--- config.mk ---
export PLATFORM = sky130hd
export DESIGN_NAME = qpmii_port
export DESIGN_NICKNAME = d
export VERILOG_FILES = /design/src/qpmii_fifo.v /design/src/qpmii_port.v /design/src/qpmii_sync.v
export VERILOG_INCLUDE_DIRS = /design/src /design/src/common
export SDC_FILE = /design/constraint.sdc
export NUM_CORES = 1
export LEC_CHECK = 0
export BUFFER_PORTS_ARGS = -buffer_cell sky130_fd_sc_hd__clkbuf_2
export CORE_ASPECT_RATIO = 0.75
export CORE_MARGIN = 8
export CORE_UTILIZATION = 45
export CTS_CLUSTER_DIAMETER = 100
export DETAILED_ROUTE_END_ITERATION = 8
export PLACE_DENSITY = 0.61
export RECOVER_POWER = 50
export SLEW_MARGIN = 20
export SYNTH_ARGS = -nofsm -noshare
export SYNTH_HDL_FRONTEND = slang
export SYNTH_HIERARCHICAL = 1
export SYNTH_SLANG_ARGS = --single-unit
export TNS_END_PERCENT = 5
--- constraint.sdc ---
create_clock -name clk -period 6.1 [get_ports clk]
set_input_delay 0.61 -clock clk [delete_from_list [all_inputs] [get_ports clk]]
set_output_delay 0.61 -clock clk [all_outputs]
set_load 0.01 [all_outputs]
--- src/common/qpmii_map.vh ---
// Constants for one MII data port of the quad 10/100 transceiver.
// Assumes the core clock runs at QPMII_CLK_PERIOD_NS.
`ifndef QPMII_MAP_VH
`define QPMII_MAP_VH

`define QPMII_CLK_PERIOD_NS 10
`define QPMII_FAST_PERIOD_NS 40
`define QPMII_SLOW_PERIOD_NS 400
`define QPMII_FAST_HALF_CYC (`QPMII_FAST_PERIOD_NS / (2 * `QPMII_CLK_PERIOD_NS))
`define QPMII_SLOW_HALF_CYC (`QPMII_SLOW_PERIOD_NS / (2 * `QPMII_CLK_PERIOD_NS))
`define QPMII_CAP_DELAY 4
`define QPMII_WORD_W 6
`define QPMII_FIFO_DEPTH 8
`define QPMII_FIFO_AW 3
`define QPMII_F_DATA_LSB 0
`define QPMII_F_DATA_MSB 3
`define QPMII_F_EN 4
`define QPMII_F_ER 5
`define QPMII_IDLE_NIBBLE 4'h0
`define QPMII_RESET_NIBBLE 4'h0

`endif

--- src/qpmii_fifo.v ---
// Flip-flop FIFO with valid/ready on both sides and a fill level.
// Assumes a single clock; ce freezes everything.
`timescale 1ns/1ps
module qpmii_fifo
#(
    parameter W = 6,
    parameter DEPTH = 8,
    parameter AW = 3
)
(
    clk,
    reset,
    ce,
    in_valid,
    in_ready,
    in_data,
    out_valid,
    out_ready,
    out_data,
    level
);
input wire clk;
input wire reset;
input wire ce;
input wire in_valid;
output wire in_ready;
input wire [W-1:0] in_data;
output wire out_valid;
input wire out_ready;
output wire [W-1:0] out_data;
output wire [AW:0] level;

reg [W-1:0] mem_q [0:DEPTH-1];
reg [AW:0] wr_q;
reg [AW:0] rd_q;
wire push;
wire pop;

assign level = wr_q - rd_q;
assign in_ready = (level != DEPTH[AW:0]);
assign out_valid = (wr_q != rd_q);
assign out_data = mem_q[rd_q[AW-1:0]];
assign push = in_valid & in_ready;
assign pop = out_valid & out_ready;

always @(posedge clk)
begin
    if (reset)
    begin
        wr_q <= {(AW+1){1'b0}};
        rd_q <= {(AW+1){1'b0}};
    end
    else if (ce)
    begin
        if (push)
        begin
            mem_q[wr_q[AW-1:0]] <= in_data;
            wr_q <= wr_q + {{AW{1'b0}}, 1'b1};
        end
        if (pop)
            rd_q <= rd_q + {{AW{1'b0}}, 1'b1};
    end
end

endmodule

--- src/qpmii_port.v ---
// One MII data port: transmit/receive clock generation, transmit capture
// on the chosen clock edge, word buffering toward the line coder, and
// receive nibble presentation with valid and error flags.
// Assumes the MAC pins are asynchronous to clk and the line-side
// coder and decoder run on clk.
//
// Contract
// - Transmitter is enabled only while transmit enable is high.
// - Transmit clock is 25 MHz at 100 Mbps, 2.5 MHz at 10 Mbps.
// - By default transmit inputs are captured at the rising transmit clock edge.
// - Advanced mode captures transmit inputs at the falling edge instead.
// - While transmit error is high, the Halt code group replaces data.
// - Port accepts a 4-bit NRZ transmit nibble and sends it out.
// - Received data goes to the MAC as nibbles synchronous to receive clock.
// - Receive clock is 25 MHz at 100 Mbps, 2.5 MHz at 10 Mbps.
// - Receive data valid is high while the code group maps to data.
// - Receive error is high for invalid code group or unlocked PLL.
`timescale 1ns/1ps
`include "qpmii_map.vh"
module qpmii_port
#(
    parameter DEPTH = `QPMII_FIFO_DEPTH,
    parameter AW = `QPMII_FIFO_AW
)
(
    clk,
    reset,
    ce,
    speed_100,
    adv_txclk_mode,
    tx_clk,
    tx_data,
    tx_en,
    tx_er,
    line_valid,
    line_ready,
    line_data,
    line_tx_on,
    line_halt,
    rx_sym_valid,
    rx_sym_data,
    rx_sym_bad,
    pll_locked,
    rx_clk,
    rx_data,
    rx_dv,
    rx_er
);
input wire clk;
input wire reset;
input wire ce;
input wire speed_100;
input wire adv_txclk_mode;
output reg tx_clk;
input wire [3:0] tx_data;
input wire tx_en;
input wire tx_er;
output reg line_valid;
input wire line_ready;
output reg [3:0] line_data;
output reg line_tx_on;
output reg line_halt;
input wire rx_sym_valid;
input wire [3:0] rx_sym_data;
input wire rx_sym_bad;
input wire pll_locked;
output reg rx_clk;
output reg [3:0] rx_data;
output reg rx_dv;
output reg rx_er;

// Integer forms are cut to the counter widths on purpose
localparam integer FAST_HALF_INT = `QPMII_FAST_HALF_CYC - 1;
localparam integer SLOW_HALF_INT = `QPMII_SLOW_HALF_CYC - 1;
localparam integer STALL_INT = DEPTH - 1;
localparam [4:0] FAST_HALF_M1 = FAST_HALF_INT[4:0];
localparam [4:0] SLOW_HALF_M1 = SLOW_HALF_INT[4:0];
localparam [AW:0] STALL_LEVEL = STALL_INT[AW:0];
localparam W = `QPMII_WORD_W;

////////////////////////////////////////////////////////////////////////
// Pin synchronisers for MAC-side and strap-like inputs

wire [3:0] txd_s;
wire txen_s;
wire txer_s;
wire spd_s;
wire adv_s;

qpmii_sync #(.W(6), .INIT(6'h00)) u_sync_tx
(
    .clk(clk),
    .reset(reset),
    .ce(ce),
    .din({tx_er, tx_en, tx_data}),
    .dout({txer_s, txen_s, txd_s})
);

// Mode pins may change at any time, so they are filtered like the MAC pins
qpmii_sync #(.W(2), .INIT(2'h0)) u_sync_cfg
(
    .clk(clk),
    .reset(reset),
    .ce(ce),
    .din({adv_txclk_mode, speed_100}),
    .dout({adv_s, spd_s})
);

// Limitation: a speed change lands mid-period, so one half may come out short
wire [4:0] half_m1;
assign half_m1 = spd_s ? FAST_HALF_M1 : SLOW_HALF_M1;

////////////////////////////////////////////////////////////////////////
// Transmit clock divider; stretched while the buffer is nearly full

wire fifo_in_ready;
wire [AW:0] fifo_level;
wire tx_run;
wire tx_wrap;
wire tx_rise;
wire tx_fall;
wire sample_evt;
reg [4:0] tx_cnt_q;
reg [`QPMII_CAP_DELAY-1:0] cap_pipe_q;

// Holding the clock is the only back-pressure a MAC understands
assign tx_run = fifo_in_ready & (fifo_level < STALL_LEVEL);
assign tx_wrap = tx_run & (tx_cnt_q >= half_m1);
assign tx_rise = tx_wrap & ~tx_clk;
assign tx_fall = tx_wrap & tx_clk;
assign sample_evt = adv_s ? tx_fall : tx_rise;

always @(posedge clk)
begin
    if (reset)
    begin
        tx_cnt_q <= 5'h00;
        tx_clk <= 1'b0;
        cap_pipe_q <= {`QPMII_CAP_DELAY{1'b0}};
    end
    else if (ce)
    begin
        if (tx_wrap)
        begin
            tx_cnt_q <= 5'h00;
            tx_clk <= ~tx_clk;
        end
        else if (tx_run)
            tx_cnt_q <= tx_cnt_q + 5'h01;
        // Delay the sampling point by the full synchroniser latency: three
        // flops plus the agreement stage, so the word read is the one sampled
        cap_pipe_q <= {cap_pipe_q[`QPMII_CAP_DELAY-2:0], sample_evt};
    end
end

////////////////////////////////////////////////////////////////////////
// Transmit word build: halt, data or idle

wire capture;
reg [W-1:0] tx_word;

assign capture = cap_pipe_q[`QPMII_CAP_DELAY-1];

// Halt keeps the enable bit so the coder knows the frame is still open
always @*
begin
    tx_word = {W{1'b0}};
    if (txer_s)
    begin
        tx_word[`QPMII_F_ER] = 1'b1;
        tx_word[`QPMII_F_EN] = txen_s;
    end
    else if (txen_s)
    begin
        tx_word[`QPMII_F_EN] = 1'b1;
        tx_word[`QPMII_F_DATA_MSB:`QPMII_F_DATA_LSB] = txd_s;
    end
    else
        tx_word[`QPMII_F_DATA_MSB:`QPMII_F_DATA_LSB] = `QPMII_IDLE_NIBBLE;
end

////////////////////////////////////////////////////////////////////////
// Buffer between MAC capture and the line coder

wire fifo_out_valid;
wire fifo_out_ready;
wire [W-1:0] fifo_out_data;

qpmii_fifo #(.W(W), .DEPTH(DEPTH), .AW(AW)) u_fifo
(
    .clk(clk),
    .reset(reset),
    .ce(ce),
    .in_valid(capture),
    .in_ready(fifo_in_ready),
    .in_data(tx_word),
    .out_valid(fifo_out_valid),
    .out_ready(fifo_out_ready),
    .out_data(fifo_out_data),
    .level(fifo_level)
);

// A new word loads only once the coder has taken the last one
assign fifo_out_ready = ~line_valid | line_ready;

always @(posedge clk)
begin
    if (reset)
    begin
        line_valid <= 1'b0;
        line_data <= `QPMII_IDLE_NIBBLE;
        line_tx_on <= 1'b0;
        line_halt <= 1'b0;
    end
    else if (ce)
    begin
        if (fifo_out_ready)
        begin
            line_valid <= fifo_out_valid;
            if (fifo_out_valid)
            begin
                line_data <= fifo_out_data[`QPMII_F_DATA_MSB:`QPMII_F_DATA_LSB];
                line_tx_on <= fifo_out_data[`QPMII_F_EN];
                line_halt <= fifo_out_data[`QPMII_F_ER];
            end
        end
    end
end

////////////////////////////////////////////////////////////////////////
// Receive clock divider

// Free running: the MAC has no way to push back on receive
reg [4:0] rx_cnt_q;
wire rx_wrap;
wire rx_fall;

assign rx_wrap = (rx_cnt_q >= half_m1);
assign rx_fall = rx_wrap & rx_clk;

always @(posedge clk)
begin
    if (reset)
    begin
        rx_cnt_q <= 5'h00;
        rx_clk <= 1'b0;
    end
    else if (ce)
    begin
        if (rx_wrap)
        begin
            rx_cnt_q <= 5'h00;
            rx_clk <= ~rx_clk;
        end
        else
            rx_cnt_q <= rx_cnt_q + 5'h01;
    end
end

////////////////////////////////////////////////////////////////////////
// Receive hold and presentation on the falling receive clock edge

// The hold register bridges the decoder's one-cycle pulse to the slower clock
reg hold_v_q;
reg hold_bad_q;
reg [3:0] hold_d_q;

// Outputs change at the falling edge so they are steady at the MAC's rising edge
always @(posedge clk)
begin
    if (reset)
    begin
        hold_v_q <= 1'b0;
        hold_bad_q <= 1'b0;
        hold_d_q <= `QPMII_RESET_NIBBLE;
        rx_data <= `QPMII_RESET_NIBBLE;
        rx_dv <= 1'b0;
        rx_er <= 1'b0;
    end
    else if (ce)
    begin
        if (rx_fall)
        begin
            rx_data <= hold_d_q;
            rx_dv <= hold_v_q & ~hold_bad_q;
            rx_er <= (hold_v_q & hold_bad_q) | ~pll_locked;
        end
        // A new symbol landing with the clear wins over it
        if (rx_sym_valid)
        begin
            hold_v_q <= 1'b1;
            hold_bad_q <= rx_sym_bad;
            hold_d_q <= rx_sym_data;
        end
        else if (rx_fall)
            hold_v_q <= 1'b0;
    end
end

endmodule

--- src/qpmii_sync.v ---
// Three-stage pin synchroniser with agreement filter.
// Assumes inputs are asynchronous to clk.
`timescale 1ns/1ps
module qpmii_sync
#(
    parameter W = 1,
    parameter [W-1:0] INIT = {W{1'b0}}
)
(
    clk,
    reset,
    ce,
    din,
    dout
);
input wire clk;
input wire reset;
input wire ce;
input wire [W-1:0] din;
output reg [W-1:0] dout;

reg [W-1:0] s1_q;
reg [W-1:0] s2_q;
reg [W-1:0] s3_q;

// Stage one feeds only stage two, so metastability never reaches logic
always @(posedge clk)
begin
    if (reset)
    begin
        s1_q <= INIT;
        s2_q <= INIT;
        s3_q <= INIT;
        dout <= INIT;
    end
    else if (ce)
    begin
        s1_q <= din;
        s2_q <= s1_q;
        s3_q <= s2_q;
        if (s2_q == s3_q)
            dout <= s3_q;
    end
end

endmodule
==> impl_metrics.json <==
{
  "synth_edf_count": 48,
  "final_cells": 646,
  "ys_seq_area_frac": 0.5664,
  "finalCriticalPeriod_ns": 4.101,
  "syn2layout_area_growth_pct": 17.65,
  "netlist.area_leader.share": 0.2945,
  "mostFrequentLayoutCells": "dfxtp_1 (78), nor2_1 (55), edfxtp_1 (48)",
  "r2r_start": "u_fifo/wr_q[0]",
  "fmax_mhz": 243.8,
  "grt_pass1_wl_um": 16200,
  "hpwl_um": 6611,
  "finClkSkew_ns": 0.01120,
  "tightest_slew_ns": 2.838,
  "drive_above_1_share": 0.1694,
  "final-setup-viol-count": 0,
  "via_per_inst": 5.073,
  "fin_ws_ns": 1.999,
  "synth.avg_cell_area_um2": 12.22,
  "cp.depth": 6,
  "detail_route.wl_per_cell_um": 15.36,
  "firstDrtPassIters": 4,
  "critical_path_arrival_ns": 4.37,
  "gr-total-overflow": 0,
  "synth_seq_cells": 126,
  "path_cells": "clkbuf_1, clkbuf_1, o21ai_0, a211oi_2, mux2i_1, nor2_1",
  "grt_use_total": 0.1351,
  "cts_sinks": 126,
  "worstSetupPathType": "input pin to flip-flop",
  "die-width_um": 141.3,
  "grt_pass1_vias": 3236,
  "cp_slowest_cell": "clkbuf_1",
  "leakage_uw": 0.002161,
  "rrSetupSlack_ns": 3.10,
  "cp-startpoint": "ce",
  "placement.io_buffers": 33,
  "slowest_delay_ns": 2.02,
  "cts_post_setup_buffers_inserted": 0,
  "antenna_found_initial": 0,
  "synth_flop_cell": "dfxtp_1",
  "cts_htree_levels": 4,
  "cts_tree": "done",
  "dr_total_vias": 3277,
  "multi_input_area_um2": 2175,
  "synth_top_area_cell": "dfxtp_1",
  "ant_nets": 0,
  "synthArstFlopShare": 0,
  "critPathBufInv": 2,
  "fin_crit_sh": 0.6723,
  "powerDensity_nw_per_um2": 325.2,
  "start_kind": "input pin",
  "pre_cts_ws_ns": 3.169,
  "holdCritStartpoint": "pll_locked",
  "io-pin-count": 34,
  "wl_um": 9922,
  "hold_viol_final": 0,
  "nets": 502,
  "ctsLongestPathBuffers": 2,
  "crit_fanout": 49,
  "hold_path_depth": 2,
  "rsz0062_at_grt": "no",
  "dieArea_um2": 15550,
  "clockRootBuffer": "clkbuf_16",
  "cts_hold_buf": 0,
  "synth_cell_types": 56,
  "post_cts_resized": 0,
  "maxCapViolations": 1,
  "rows": 34,
  "max-vdd-ir-drop_uv": 169.4,
  "grt_max_degree": 83,
  "synth_area_um2": 5301,
  "syn-instance-count": 434,
  "numCtsBuffers": 17,
  "drcViolationCount": 0,
  "place_inst": 614,
  "status": "complete, but fails checks",
  "crit_path_end_kind": "flip-flop",
  "fin_area_um2": 6237,
  "finalSetupTns_ns": 0,
  "clkTransAtPathRegs_ns": 0.06,
  "die_height_um": 110,
  "reg2reg_depth": 10,
  "placed_area_um2": 5602,
  "violations": "max-capacitance violations, max-slew violations",
  "ys_warn_count": 6,
  "gp_congestion": 0.7600,
  "clock_latency_ns": 0.41,
  "synth.net_count": 465,
  "final_common_cell": "dfxtp_1",
  "regArea_um2": 3003,
  "drt-initial-drc-count": 208,
  "start_util": 0.4598,
  "slew-limit-headroom": -0.8917,
  "path_delay_family": "buffers and inverters",
  "fill_cells": 981,
  "worst_ep_required_time_ns": 6.37,
  "core_um2": 11530,
  "hold_class": "input pin to flip-flop",
  "synth_area_leaders": "dfxtp_1 (29%), edfxtp_1 (27%), mux2i_1 (8.9%), mux4_2 (5.1%), nor2_1 (3.9%)",
  "cp_common_cell": "clkbuf_1",
  "num_antenna_cells": 0,
  "slew_viol_final": 50
}
## power by group
group,switching (uW),internal (uW)
sequential,8.93,878
combinational,31.5,27.1
clock,371,712
## synthesized netlist by cell type, drive strengths merged, types with 4 or more instances
| cell | number |
|---|---|
| dfxtp | 78 |
| nor2 | 55 |
| edfxtp | 48 |
| mux2i | 47 |
| nand2 | 18 |
| a21oi | 16 |
| nand2b | 16 |
| mux4 | 12 |
| ha | 11 |
| nor3 | 11 |
| xnor2 | 11 |
| clkbuf | 10 |
| nand3 | 10 |
| xor2 | 10 |
| buf | 9 |
| inv | 7 |
| mux2 | 7 |
| o21ai | 6 |
| and2 | 5 |
| nor4 | 5 |
| or2b | 4 |
## path summary, 6_finish.rpt
| check | to |
|---|---|
| min reg2reg | hold_d_q[0] |
| max reg2reg | tx_cnt_q[4] |
| min | rx_er |
| max | rx_data[1] |
## sequential cells by signal (all words and copies together), names as in the netlist, 5 cells and up, named ones only
register	cells
tx_cnt_q	5
rx_cnt_q	5
u_fifo/mem_q	48
u_sync_tx/dout	6
u_sync_tx/s3_q	6
u_sync_tx/s2_q	6
u_sync_tx/s1_q	6
## through the flow
step	power (uW)	util	hold slack (ns)
finish	2028	0.5410	0.3915
global route	2096	0.5410	0.3765
detailed placement	961.8	0.4859	0.4539
floorplan	946.5	-	0.4360
CTS	2048	0.5430	0.3797
global placement	959.6	0.4859	0.4504
## worst register-to-register path: cells and delay by family, from the launching register on
kind                     cells  cell delay [ns]
AND/OR/NAND/NOR              6             1.65
adder cells (fa/ha/maj)      2             0.64
flip-flops                   1             0.44
buffers and inverters        2             0.19
## layout make-up
| class | instances | area share |
|---|---|---|
| Sequential cell | 126 | 0.4814 |
| Multi-Input combinational cell | 282 | 0.3486 |
| Inverter | 7 | 0.004213 |
| Clock buffer | 22 | 0.08646 |
| Clock inverter | 10 | 0.01906 |
| Tap cell | 162 | 0.03250 |
| Timing Repair Buffer | 37 | 0.02768 |
## kinds of logic (layout without fill, tap and decap cells)
logic type,Yosys count,count (layout),share of synthesized area
simple gates,146,146,0.1430
flops,126,126,0.5664
mux,66,66,0.1553
compound gates,37,37,0.04602
buf+inv,26,76,0.02336
xor+xnor,21,21,0.03611
fa+ha+maj,12,12,0.02974
## routing by layer
layer | part of all wire | track usage | wire length, um | vias to the layer above
met2 | 0.43 | 0.1976 | 4218 | 65
li1 | - | - | - | 1644
met4 | 0.0097 | 0.05275 | 96 | 0
met1 | 0.51 | 0.1794 | 5091 | 1558
met3 | 0.052 | 0.05077 | 515 | 10
met5 | 0 | 0 | 0 | -
(Power assumes the default switching activity.)
